### config.mk
export PLATFORM = sky130hd
export DESIGN_NAME = pfc_feature_config
export DESIGN_NICKNAME = d
export VERILOG_FILES = /design/src/hdl/pfc_pkg.sv /design/src/hdl/pfc_fault_filter.sv /design/src/hdl/pfc_sync_timer.sv /design/src/hdl/pfc_feature_config.sv
export SDC_FILE = /design/constraint.sdc
export NUM_CORES = 1
export LEC_CHECK = 0
export BUFFER_PORTS_ARGS = -buffer_cell sky130_fd_sc_hd__buf_2
export CAP_MARGIN = 25
export CORE_AREA = 10 10 118 120
export CTS_BUF_LIST = sky130_fd_sc_hd__clkbuf_4
export DETAILED_ROUTE_END_ITERATION = 7
export DIE_AREA = 0 0 128 130
export GPL_ROUTABILITY_DRIVEN = 0
export MAX_ROUTING_LAYER = met4
export PLACE_DENSITY_LB_ADDON = 0.1
export SYNTH_ARGS = -nofsm -noshare
export SYNTH_HDL_FRONTEND = slang
export SYNTH_SLANG_ARGS = --single-unit
### constraint.sdc
create_clock -name clk -period 4.5 [get_ports clk]
set_clock_uncertainty 0.1 [all_clocks]
set_input_delay 0.225 -clock clk [delete_from_list [all_inputs] [get_ports clk]]
set_output_delay 0.225 -clock clk [all_outputs]
set_load 0.005 [all_outputs]
### src/hdl/pfc_pkg.sv
// package: command codes, field layout, reset values and timing for the feature config words
package pfc_pkg;
  localparam logic [7:0]  CMD_MFR_CFG      = 8'hd0;
  localparam logic [7:0]  CMD_USER_CFG     = 8'hd1;
  localparam logic [15:0] MFR_CFG_RST      = 16'h6a11;
  localparam logic [15:0] USER_CFG_RST     = 16'h2011;
  // manufacturer word fields
  localparam int MFR_BLANK_LSB  = 11;
  localparam int MFR_FCNT_LSB   = 8;
  localparam int MFR_XT_EN_BIT  = 7;
  localparam int MFR_XT_SEL_BIT = 6;
  localparam int MFR_SENSE_LSB  = 4;
  localparam int MFR_NONLIN_BIT = 3;
  localparam int MFR_ALTR_BIT   = 2;
  localparam int MFR_PGPP_BIT   = 1;
  localparam int MFR_SYPP_BIT   = 0;
  // user word fields
  localparam int USR_MIND_LSB   = 14;
  localparam int USR_MIND_EN    = 13;
  localparam int USR_SYTO_BIT   = 11;
  localparam int USR_FF_DIS_BIT = 9;
  localparam int USR_SPREAD_BIT = 8;
  localparam int USR_SYSRC_BIT  = 6;
  localparam int USR_SYOUT_BIT  = 5;
  localparam int USR_LSOFF_BIT  = 2;
  localparam int USR_STBY_LSB   = 0;
  // timing
  localparam int BLANK_STEP_NS  = 32;
  localparam int CLK_NS         = 20;
  localparam int SYNC_TO_MS     = 500;
  localparam int CLK_HZ         = 50000000;
  localparam int SYNC_TO_CYC    = CLK_HZ / 1000 * SYNC_TO_MS;
  localparam int ID_W           = 5;

  typedef enum logic [1:0] {PFC_SNS_GND_DN, PFC_SNS_OUT_DN, PFC_SNS_OUT_UP,
                            PFC_SNS_RSVD} pfc_sense_t;
  typedef enum logic [1:0] {PFC_STBY_LOWPWR, PFC_STBY_MONITOR, PFC_STBY_RSVD,
                            PFC_STBY_PULSED} pfc_stby_t;

  // word command toward the register bank
  typedef struct packed {
    logic        wr;
    logic        rd;
    logic [7:0]  cmd;
    logic [15:0] data;
  } pfc_req_t;

  // decoded controls handed to the power stage
  typedef struct packed {
    logic [4:0]  blank_steps;
    logic [3:0]  fault_limit;
    logic        xt_meas_en;
    logic        xt_sel;
    pfc_sense_t  sense_mode;
    logic        nonlinear_response;
    logic        alt_ramp;
    logic        power_good_push_pull;
    logic        sync_push_pull;
    logic        min_duty_en;
    logic [7:0]  min_duty;
    logic        ff_enable;
    logic        ext_sync;
    pfc_stby_t   stby_mode;
  } pfc_ctl_t;
endpackage

### src/hdl/pfc_fault_filter.sv
// consecutive-violation filter for current faults
`timescale 1ns/1ns
module pfc_fault_filter #(
  parameter int CNT_W = 4
) (
  input  wire logic             clk,
  input  wire logic             sys_rst,
  input  wire logic             sample,
  input  wire logic             violation,
  input  wire logic [CNT_W-1:0] limit,
  input  wire logic             clear,
  output logic                  fault
);
  logic [CNT_W-1:0] run_r;

  always_ff @(posedge clk or posedge sys_rst) begin
    if (sys_rst) begin
      run_r <= '0;
    end else if (clear) begin
      run_r <= '0;
    end else if (sample) begin
      if (!violation) begin
        run_r <= '0;
      end else if (run_r < limit) begin
        run_r <= run_r + 1'b1;
      end
    end
  end

  // fault after limit consecutive violating samples
  always_ff @(posedge clk or posedge sys_rst) begin
    if (sys_rst) begin
      fault <= 1'b0;
    end else if (sample && violation && (run_r + 1'b1 >= limit)) begin
      fault <= 1'b1;
    end else if (clear) begin
      fault <= 1'b0;
    end
  end
endmodule

### src/hdl/pfc_sync_timer.sv
// disable-time counter that stops the sync pin output
`timescale 1ns/1ns
module pfc_sync_timer #(
  parameter int TO_CYC = 25000000
) (
  input  wire logic clk,
  input  wire logic sys_rst,
  input  wire logic enabled,
  input  wire logic timeout_en,
  output logic      expired
);
  localparam int W = $clog2(TO_CYC + 1);
  logic [W-1:0] cnt_r;

  always_ff @(posedge clk or posedge sys_rst) begin
    if (sys_rst) begin
      cnt_r <= '0;
    end else if (enabled) begin
      cnt_r <= '0;
    end else if (cnt_r != W'(TO_CYC)) begin
      cnt_r <= cnt_r + 1'b1;
    end
  end

  always_ff @(posedge clk or posedge sys_rst) begin
    if (sys_rst) begin
      expired <= 1'b0;
    end else begin
      expired <= timeout_en && !enabled && (cnt_r == W'(TO_CYC));
    end
  end
endmodule

### src/hdl/pfc_feature_config.sv
// feature configuration words and the controls they steer
`timescale 1ns/1ns
module pfc_feature_config #(
  parameter int SYNC_TO_CYC = pfc_pkg::SYNC_TO_CYC
) (
  input  wire logic              clk,
  input  wire logic              sys_rst,
  // word command port from the management interface
  input  wire pfc_pkg::pfc_req_t req,
  output logic                   rd_valid,
  output logic [15:0]            rd_data,
  output logic                   cmd_hit,
  // device state
  input  wire logic              enabled,
  input  wire logic              ramping,
  input  wire logic              power_good,
  input  wire logic              sequencing_en,
  input  wire logic              internal_osc,
  input  wire logic              int_sw_clk,
  input  wire logic              sync_in,
  input  wire logic              sense_sample,
  input  wire logic              overcurrent,
  input  wire logic              undercurrent,
  input  wire logic [7:0]        duty_req,
  input  wire logic              remote_fault,
  input  wire logic [4:0]        remote_rail_id,
  input  wire logic [31:0]       fault_group_select,
  input  wire logic [4:0]        rail_id,
  input  wire logic              temp_convert,
  // controls out
  output pfc_pkg::pfc_ctl_t      ctl,
  output logic [7:0]             blank_ns,
  output logic                   overcurrent_fault,
  output logic                   undercurrent_fault,
  output logic                   xt_convert,
  output logic                   temp_use_ext,
  output logic [7:0]             duty_out,
  output logic                   sw_clk,
  output logic                   sync_out,
  output logic                   sync_oe,
  output logic                   low_side_on,
  output logic                   shutdown_now,
  output logic                   seq_down_req,
  output logic [4:0]             seq_down_from,
  output logic                   telemetry_on,
  output logic                   monitor_pulse
);
  logic [15:0] mfr_r;
  logic [15:0] usr_r;
  logic        over_flt;
  logic        under_flt;
  logic        sync_exp;
  logic [3:0]  flimit;
  logic [7:0]  duty_floor;
  logic        pulse_r;

  // register writes
  always_ff @(posedge clk or posedge sys_rst) begin
    if (sys_rst) begin
      mfr_r <= pfc_pkg::MFR_CFG_RST;
    end else if (req.wr && req.cmd == pfc_pkg::CMD_MFR_CFG) begin
      mfr_r <= req.data;
    end
  end

  always_ff @(posedge clk or posedge sys_rst) begin
    if (sys_rst) begin
      usr_r <= pfc_pkg::USER_CFG_RST;
    end else if (req.wr && req.cmd == pfc_pkg::CMD_USER_CFG) begin
      usr_r <= req.data;
    end
  end

  // read answer, one cycle after request
  always_ff @(posedge clk or posedge sys_rst) begin
    if (sys_rst) begin
      rd_valid <= 1'b0;
      rd_data  <= 16'h0000;
      cmd_hit  <= 1'b0;
    end else begin
      rd_valid <= req.rd;
      cmd_hit  <= (req.rd || req.wr) &&
                  (req.cmd == pfc_pkg::CMD_MFR_CFG || req.cmd == pfc_pkg::CMD_USER_CFG);
      if (req.rd) begin
        case (req.cmd)
          pfc_pkg::CMD_MFR_CFG:  rd_data <= mfr_r;
          pfc_pkg::CMD_USER_CFG: rd_data <= usr_r;
          default:               rd_data <= 16'h0000;
        endcase
      end
    end
  end

  // decoded control word
  always_ff @(posedge clk or posedge sys_rst) begin
    if (sys_rst) begin
      ctl <= '0;
    end else begin
      ctl.blank_steps    <= mfr_r[pfc_pkg::MFR_BLANK_LSB +: 5];
      ctl.fault_limit    <= flimit;
      ctl.xt_meas_en     <= mfr_r[pfc_pkg::MFR_XT_EN_BIT];
      ctl.xt_sel         <= mfr_r[pfc_pkg::MFR_XT_SEL_BIT];
      ctl.sense_mode     <= pfc_pkg::pfc_sense_t'(mfr_r[pfc_pkg::MFR_SENSE_LSB +: 2]);
      ctl.nonlinear_response   <= mfr_r[pfc_pkg::MFR_NONLIN_BIT];
      ctl.alt_ramp             <= mfr_r[pfc_pkg::MFR_ALTR_BIT];
      ctl.power_good_push_pull <= mfr_r[pfc_pkg::MFR_PGPP_BIT];
      ctl.sync_push_pull <= mfr_r[pfc_pkg::MFR_SYPP_BIT];
      ctl.min_duty_en    <= usr_r[pfc_pkg::USR_MIND_EN];
      ctl.min_duty       <= duty_floor;
      ctl.ff_enable      <= !usr_r[pfc_pkg::USR_FF_DIS_BIT];
      ctl.ext_sync       <= usr_r[pfc_pkg::USR_SYSRC_BIT];
      ctl.stby_mode      <= pfc_pkg::pfc_stby_t'(usr_r[pfc_pkg::USR_STBY_LSB +: 2]);
    end
  end

  // blanking delay counted in 32 ns steps
  always_ff @(posedge clk or posedge sys_rst) begin
    if (sys_rst) begin
      blank_ns <= 8'h00;
    end else begin
      blank_ns <= {3'h0, mfr_r[pfc_pkg::MFR_BLANK_LSB +: 5]};
    end
  end

  assign flimit = {mfr_r[pfc_pkg::MFR_FCNT_LSB +: 3], 1'b1};

  // floor taken from the live word so enable and value move together
  assign duty_floor = {6'h00, usr_r[pfc_pkg::USR_MIND_LSB +: 2]} + 8'h01;

  pfc_fault_filter #(.CNT_W(4)) u_over (
    .clk       (clk),
    .sys_rst   (sys_rst),
    .sample    (sense_sample),
    .violation (overcurrent),
    .limit     (flimit),
    .clear     (!enabled),
    .fault     (over_flt)
  );

  pfc_fault_filter #(.CNT_W(4)) u_under (
    .clk       (clk),
    .sys_rst   (sys_rst),
    .sample    (sense_sample),
    .violation (undercurrent),
    .limit     (flimit),
    .clear     (!enabled),
    .fault     (under_flt)
  );

  always_ff @(posedge clk or posedge sys_rst) begin
    if (sys_rst) begin
      overcurrent_fault  <= 1'b0;
      undercurrent_fault <= 1'b0;
    end else begin
      overcurrent_fault  <= over_flt;
      undercurrent_fault <= under_flt;
    end
  end

  // temperature source and external conversions
  always_ff @(posedge clk or posedge sys_rst) begin
    if (sys_rst) begin
      xt_convert   <= 1'b0;
      temp_use_ext <= 1'b0;
    end else begin
      xt_convert   <= temp_convert && mfr_r[pfc_pkg::MFR_XT_EN_BIT];
      temp_use_ext <= mfr_r[pfc_pkg::MFR_XT_SEL_BIT];
    end
  end

  // minimum duty during ramp
  always_ff @(posedge clk or posedge sys_rst) begin
    if (sys_rst) begin
      duty_out <= 8'h00;
    end else if (ramping && usr_r[pfc_pkg::USR_MIND_EN] && duty_req < duty_floor) begin
      duty_out <= duty_floor;
    end else begin
      duty_out <= duty_req;
    end
  end

  pfc_sync_timer #(.TO_CYC(SYNC_TO_CYC)) u_sto (
    .clk        (clk),
    .sys_rst    (sys_rst),
    .enabled    (enabled),
    .timeout_en (usr_r[pfc_pkg::USR_SYTO_BIT]),
    .expired    (sync_exp)
  );

  // switch clock source and sync pin drive
  always_ff @(posedge clk or posedge sys_rst) begin
    if (sys_rst) begin
      sw_clk   <= 1'b0;
      sync_out <= 1'b0;
      sync_oe  <= 1'b0;
    end else begin
      if (usr_r[pfc_pkg::USR_SYSRC_BIT] || !internal_osc) begin
        sw_clk <= sync_in;
      end else begin
        sw_clk <= int_sw_clk;
      end
      if (usr_r[pfc_pkg::USR_SYOUT_BIT] && internal_osc &&
          !usr_r[pfc_pkg::USR_SYSRC_BIT] && !sync_exp) begin
        sync_out <= int_sw_clk;
        // open drain only pulls low
        sync_oe  <= mfr_r[pfc_pkg::MFR_SYPP_BIT] || !int_sw_clk;
      end else begin
        sync_out <= 1'b0;
        sync_oe  <= 1'b0;
      end
    end
  end

  // low-side drive while disabled
  always_ff @(posedge clk or posedge sys_rst) begin
    if (sys_rst) begin
      low_side_on <= 1'b0;
    end else begin
      low_side_on <= !enabled && usr_r[pfc_pkg::USR_LSOFF_BIT];
    end
  end

  // fault spreading among rails
  always_ff @(posedge clk or posedge sys_rst) begin
    if (sys_rst) begin
      shutdown_now  <= 1'b0;
      seq_down_req  <= 1'b0;
      seq_down_from <= 5'h00;
    end else begin
      shutdown_now <= remote_fault && usr_r[pfc_pkg::USR_SPREAD_BIT] &&
                      fault_group_select[remote_rail_id] && remote_rail_id != rail_id;
      seq_down_req <= remote_fault && !usr_r[pfc_pkg::USR_SPREAD_BIT] &&
                      sequencing_en && remote_rail_id != rail_id;
      if (remote_fault) begin
        seq_down_from <= remote_rail_id;
      end
    end
  end

  // standby behaviour
  always_ff @(posedge clk or posedge sys_rst) begin
    if (sys_rst) begin
      telemetry_on  <= 1'b1;
      monitor_pulse <= 1'b0;
      pulse_r       <= 1'b0;
    end else begin
      pulse_r <= req.rd;
      if (enabled) begin
        telemetry_on  <= 1'b1;
        monitor_pulse <= 1'b0;
      end else begin
        case (pfc_pkg::pfc_stby_t'(usr_r[pfc_pkg::USR_STBY_LSB +: 2]))
          pfc_pkg::PFC_STBY_MONITOR: begin
            telemetry_on  <= 1'b1;
            monitor_pulse <= 1'b0;
          end
          pfc_pkg::PFC_STBY_PULSED: begin
            telemetry_on  <= 1'b0;
            monitor_pulse <= pulse_r;
          end
          default: begin
            telemetry_on  <= 1'b0;
            monitor_pulse <= 1'b0;
          end
        endcase
      end
    end
  end
endmodule

# ---- Word-level counts from Yosys, hierarchy flattened
# Index checks and enable logic that the tools add are counted.
dict set report op_classes {
  eq_ne 12
  n_reduce_logical 36
  order_cmp 6
  n_addsub 4
  n_mux 24
}
# op count
set op_table {}
lappend op_table {{25-bit 2-to-1 mux} 2}
lappend op_table {{4-bit 2-to-1 mux} 8}
lappend op_table {{16-bit case mux with 2 select lines} 1}
lappend op_table {{25-bit by 1-bit adder with 25-bit output (second input constant)} 1}
lappend op_table {{25-bit equality test (second input constant)} 1}
lappend op_table {{25-bit != test (second input constant)} 1}
lappend op_table {{1-bit logical AND} 22}
lappend op_table {{8-bit equality test (second input constant)} 2}
lappend op_table {{1-bit 2-to-1 mux} 11}
lappend op_table {{4-bit by 1-bit adder with 4-bit output (second input constant)} 2}
lappend op_table {{4-bit greater-or-equal comparator} 2}
lappend op_table {{4-bit less-than comparator} 2}
lappend op_table {{8-bit by 3-bit less-than comparator with 1-bit output} 1}
lappend op_table {{8-bit 2-to-1 mux} 1}
lappend op_table {{1-bit logical NOT} 7}
lappend op_table {{5-bit by 6-bit less-than comparator with 1-bit output (second input constant)} 1}
lappend op_table {{2-bit by 1-bit != test with 1-bit output (second input constant)} 3}
lappend op_table {{3-bit by 2-bit != test with 1-bit output (second input constant)} 2}
lappend op_table {{1-bit binary-select mux with 5-bit select} 1}
lappend op_table {{5-bit != test} 1}
lappend op_table {{1-bit logical OR} 4}
lappend op_table {{2-bit AND reduction} 2}
lappend op_table {{2-bit by 1-bit adder with 3-bit output (second input constant)} 1}
lappend op_table {{2-bit by 1-bit equality test with 1-bit output (second input constant)} 1}
lappend op_table {{2 further kinds} 2}
dict set report totals {
  register_bits 140
  input_bits 90
  out_inout_bits 81
}

# ---- Depth between registers and ports, before layout
dict set report depth {
  ltp_word 5
  mapped_depth 8
  depth_no_buf 8
}

# ---- By module
# Synthesis repeated with hierarchy kept, for this count alone.
dict set report hier_totals {
  hier_cells 540
  area_unflattened_um2 6374.9
}
# mod area_per_inst_um2 instances cells_each
set modules_own_cells {}
lappend modules_own_cells {pfc_feature_config 4011.3 1 286}
lappend modules_own_cells {pfc_sync_timer 1390.1 1 148}
lappend modules_own_cells {pfc_fault_filter 486.7 2 53}

# ---- Least setup slack after synthesis
# OpenSTA, ideal clock, no wires.
dict set report synth_path {
  path_kind {flip-flop to flip-flop}
  startpoint {register mfr_r[9]}
  endpoint {register u_over.run_r[3]}
  arrival_ps 1782
  stages_incl_launch_ff 8
  path_slack_ps 2496
  path_buffers 0
  path_cell_list {dfstp_2 -> inv_1 -> ha_1 -> nor2b_1 -> o21ai_0 -> and2_1 -> o21ai_0 -> a32o_1}
}
dict set report synth_via {
  elab_chain_cells 3
}
# element line
set synth_lines {}
lappend synth_lines {{from (decl)} pfc_feature_config.sv:48} ;# logic [15:0] mfr_r;
lappend synth_lines {{from (signal assigned)} pfc_feature_config.sv:60} ;# mfr_r <= pfc_pkg::MFR_CFG_RST;
lappend synth_lines {{from (signal assigned)} pfc_feature_config.sv:62} ;# mfr_r <= req.data;
lappend synth_lines {{4-bit less-than comparator} pfc_fault_filter.sv:24} ;# end else if (run_r < limit) begin
lappend synth_lines {{3-bit by 2-bit != test with 1-bit output (no source line)} --}
lappend synth_lines {{2-bit AND reduction (no source line)} --}
lappend synth_lines {{to (signal assigned)} pfc_fault_filter.sv:25} ;# run_r <= run_r + 1'b1;
lappend synth_lines {{to (decl)} pfc_fault_filter.sv:14} ;# logic [CNT_W-1:0] run_r;
# No other way between the ends.
# A chain may end at the register's enable or synchronous reset.

# ---- Worst setup path after layout
dict set report layout_path {
  startpoint {register mfr_r[9]}
  endpoint {register u_over.run_r[1]}
}
# Same word-level chain as after synthesis.

==> flow_summary.toml <==
[floorplanning]
initial_utilization = 0.525
die_width_um = 128
io_pins = 171
floorplan.die.height_um = 130
placementRows = 40
fp.coreArea_mm2 = 0.0117
die_area_mm2 = 0.0166

[global_routing]
globalRouteTotalUtil = 0.185
grt_first_pass_wirelength_um = 24000
remaining_overflow_grt = 0
number_of_antenna_violations_at_the_first_check_in_global_routing = 0
grt_pass1_vias = 4781
grt_start_max_net_pins = 109

[timing]
max_freq_ghz = 0.372
final-setup-viol-count = 0
period_minus_slack_ns = 2.69
tns_ns = 0
finalHoldViolCount = 0
timing_worst_slew_pin_value_ns = 0.946
setup_repair_after_global_routing_missed_its_margin = "no"
max_slew_margin = 0.369
finalMaxSlewViolations = 0
final_min_period_over_clock_period = 0.598

[routing]
routed_wirelength_um = 14700
wl_per_cell_um = 16.8
drt_first_iter_violations = 255
routed_via_density = 5.19
postRouteAntennaNets = 0
vias = 4530
first_pass_iters = 5
drc_errors = 0

[layout]
post_route_cells_drive_above_1_share = 0.353
layout.cells.most_common_list = "161 x buf_2, 125 x dfrtp_1, 45 x dlygate4sd3_1"
mostFrequentLayoutCell = "buf_2"
final_net_count = 820
antennaDiodeCount = 0
synthToLayoutAreaGrowth_pct = 24.6
final_cell_count_no_fill = 872

[flow_run]
drv.max_cap_violation_count = 0

[yosys]
yosys_register_bits = 135
synth.top_cells.by_area = "dfrtp_1 51%, mux2_2 6.4%, dfstp_2 4.3%"
synthDominantCellAreaShare = 0.509
ys.flop_type = "dfrtp_1"
post_synth_edffs = 0
synth_sequential_area_ratio = 0.551
post_synth_instance_area_mm2 = 0.00615
postSynth.asyncResetShare = 1.00
post_synth_num_cell_types = 56
yosys_warnings = 0
synth.largest_area_cell = "dfrtp_1"
synthesis.area_per_instance_um2 = 11.8
synthCells = 520

[clocking]
post_cts_buffers = 0
cts_htree_levels = 4
clock_slew_at_reported_path_ffs_ns = 0.10
ctsLongestPathBuffers = 2
cts_sinks = 135
insertion_delay_ns = 0.54
cts_root_buf = "clkbuf_4"
tritoncts = "done"
cts-buffers-inserted = 17

[placed_design]
buffer_ports.inserted = 161
post-place-cells = 795
dpl.hpwl_um = 10300

[pwr]
ir_drop_mv = 0.163
power.static_leakage_nw = 3.74
power.density_cell_area_mw_per_mm2 = 298

[critical_path]
criticalPathCategory = "reg -> reg"
required_ns = 4.86
setup.worst_path.start_class = "flip-flop"
critical_path.endpoint_type = "flip-flop"
cp.arrival_ns = 3.05
timing.critical_path.fanout_max = 4

[run_status]
run_status = "complete, no violations"

[worst_hold_path]
hold_path.class = "in -> reg"
-- power breakdown --
part           switching [mW]  internal (mW)
sequential             0.0334           1.27
clock                   0.418          0.290
combinational           0.132          0.139
total                   0.583           1.70
-- critical path, stage by stage (launching register included) --
cell and delay, ns:
dfstp_2 0.58, inv_1 0.11, ha_1 0.30, nor2b_1 0.12, o21ai_0 0.32, and2_1 0.25, nand4_1 0.11, dlygate4sd3_1 0.57
a21boi_0 0.16
-- kinds of logic (layout without fill, tap and decap cells) --
family                   Yosys count  count (layout)  synth area share
flip-flops                       135             135             0.551
AND/OR/NAND/NOR                  140             140             0.131
buffers and inverters             67             265            0.0549
other                              2               9           0.00122
adder cells (fa/ha/maj)           17              17            0.0370
XOR/XNOR                          30              30            0.0427
multiplexers                      48              48             0.101
AO/OA/AOI/OAI                     81              81            0.0806
-- routing by layer --
metal | share of wire | GRT usage
met5 | 0 | -
met1 | 0.41 | 0.217
met2 | 0.51 | 0.304
met4 | 0.012 | 0.0490
met3 | 0.064 | 0.0592
-- per-stage QoR --
stage                     total power, mW  hold slack, ns  utilization  cell area (µm²)  worst slack [ns]
final                                2.28          0.0709        0.654             7660              1.81
after global routing                 2.40          0.0434        0.654             7660              1.63
after CTS                            2.30          0.0180        0.652             7630              1.82
after detailed placement             1.57           0.255        0.593             6940              2.25
after global placement               1.56           0.252        0.593             6940              2.30
after floorplan                      1.46           0.156            -             6180             0.580
-- cells in the mapped netlist (16+ instances only) --
master,instances
a21oi_1,25
a22oi_1,16
buf_4,17
clkbuf_1,17
dfrtp_1,125
inv_1,24
mux2_2,35
nand2_1,17
nand3_1,17
nor2_1,41
o21ai_0,20
-- repair_timing --
item | CTS | global route
hold buffers | 45 | 0
gates resized for setup | 0 | 0
endpoints found under the setup margin | 0 | 0
endpoints found under the hold margin | 161 | 0
-- area by class of cell --
| type | count | area (µm²) |
|---|---|---|
| Clock buffer | 21 | 158 |
| Timing Repair Buffer | 209 | 1300 |
| Fill cell | 947 | 4050 |
| Inverter | 25 | 98.8 |
| Tap cell | 147 | 184 |
| Sequential cell | 135 | 3390 |
| Multi-Input combinational cell | 325 | 2450 |
| Clock inverter | 10 | 82.6 |
-- sequential cells by signal (all words and copies together) (netlist names), 4 cells and up --
register and cells:
blank_ns 5, ctl 19, duty_out 8, mfr_r 16, rd_data 16, seq_down_from 5, u_over.run_r 4, u_sto.cnt_r 25
u_under.run_r 4, usr_r 16
-- final timing paths --
| kind | from | to | slack (ns) | depth (start not counted) |
|---|---|---|---|---|
| worst max-delay path | mfr_r[9] | u_over.run_r[1] | 1.81 | 8 |
| worst min-delay path | remote_rail_id[1] | seq_down_from[1] | 0.07 | 2 |
| worst max register to register | mfr_r[9] | u_over.run_r[1] | 1.81 | 8 |
| worst min register to register | u_over.fault | overcurrent_fault | 0.28 | 0 |
| max in group asynchronous | sys_rst | mfr_r[4] | 3.06 | 5 |
| min in group asynchronous | sys_rst | duty_out[2] | 0.16 | 3 |
Note: power is estimated with default switching activity, not from simulation.
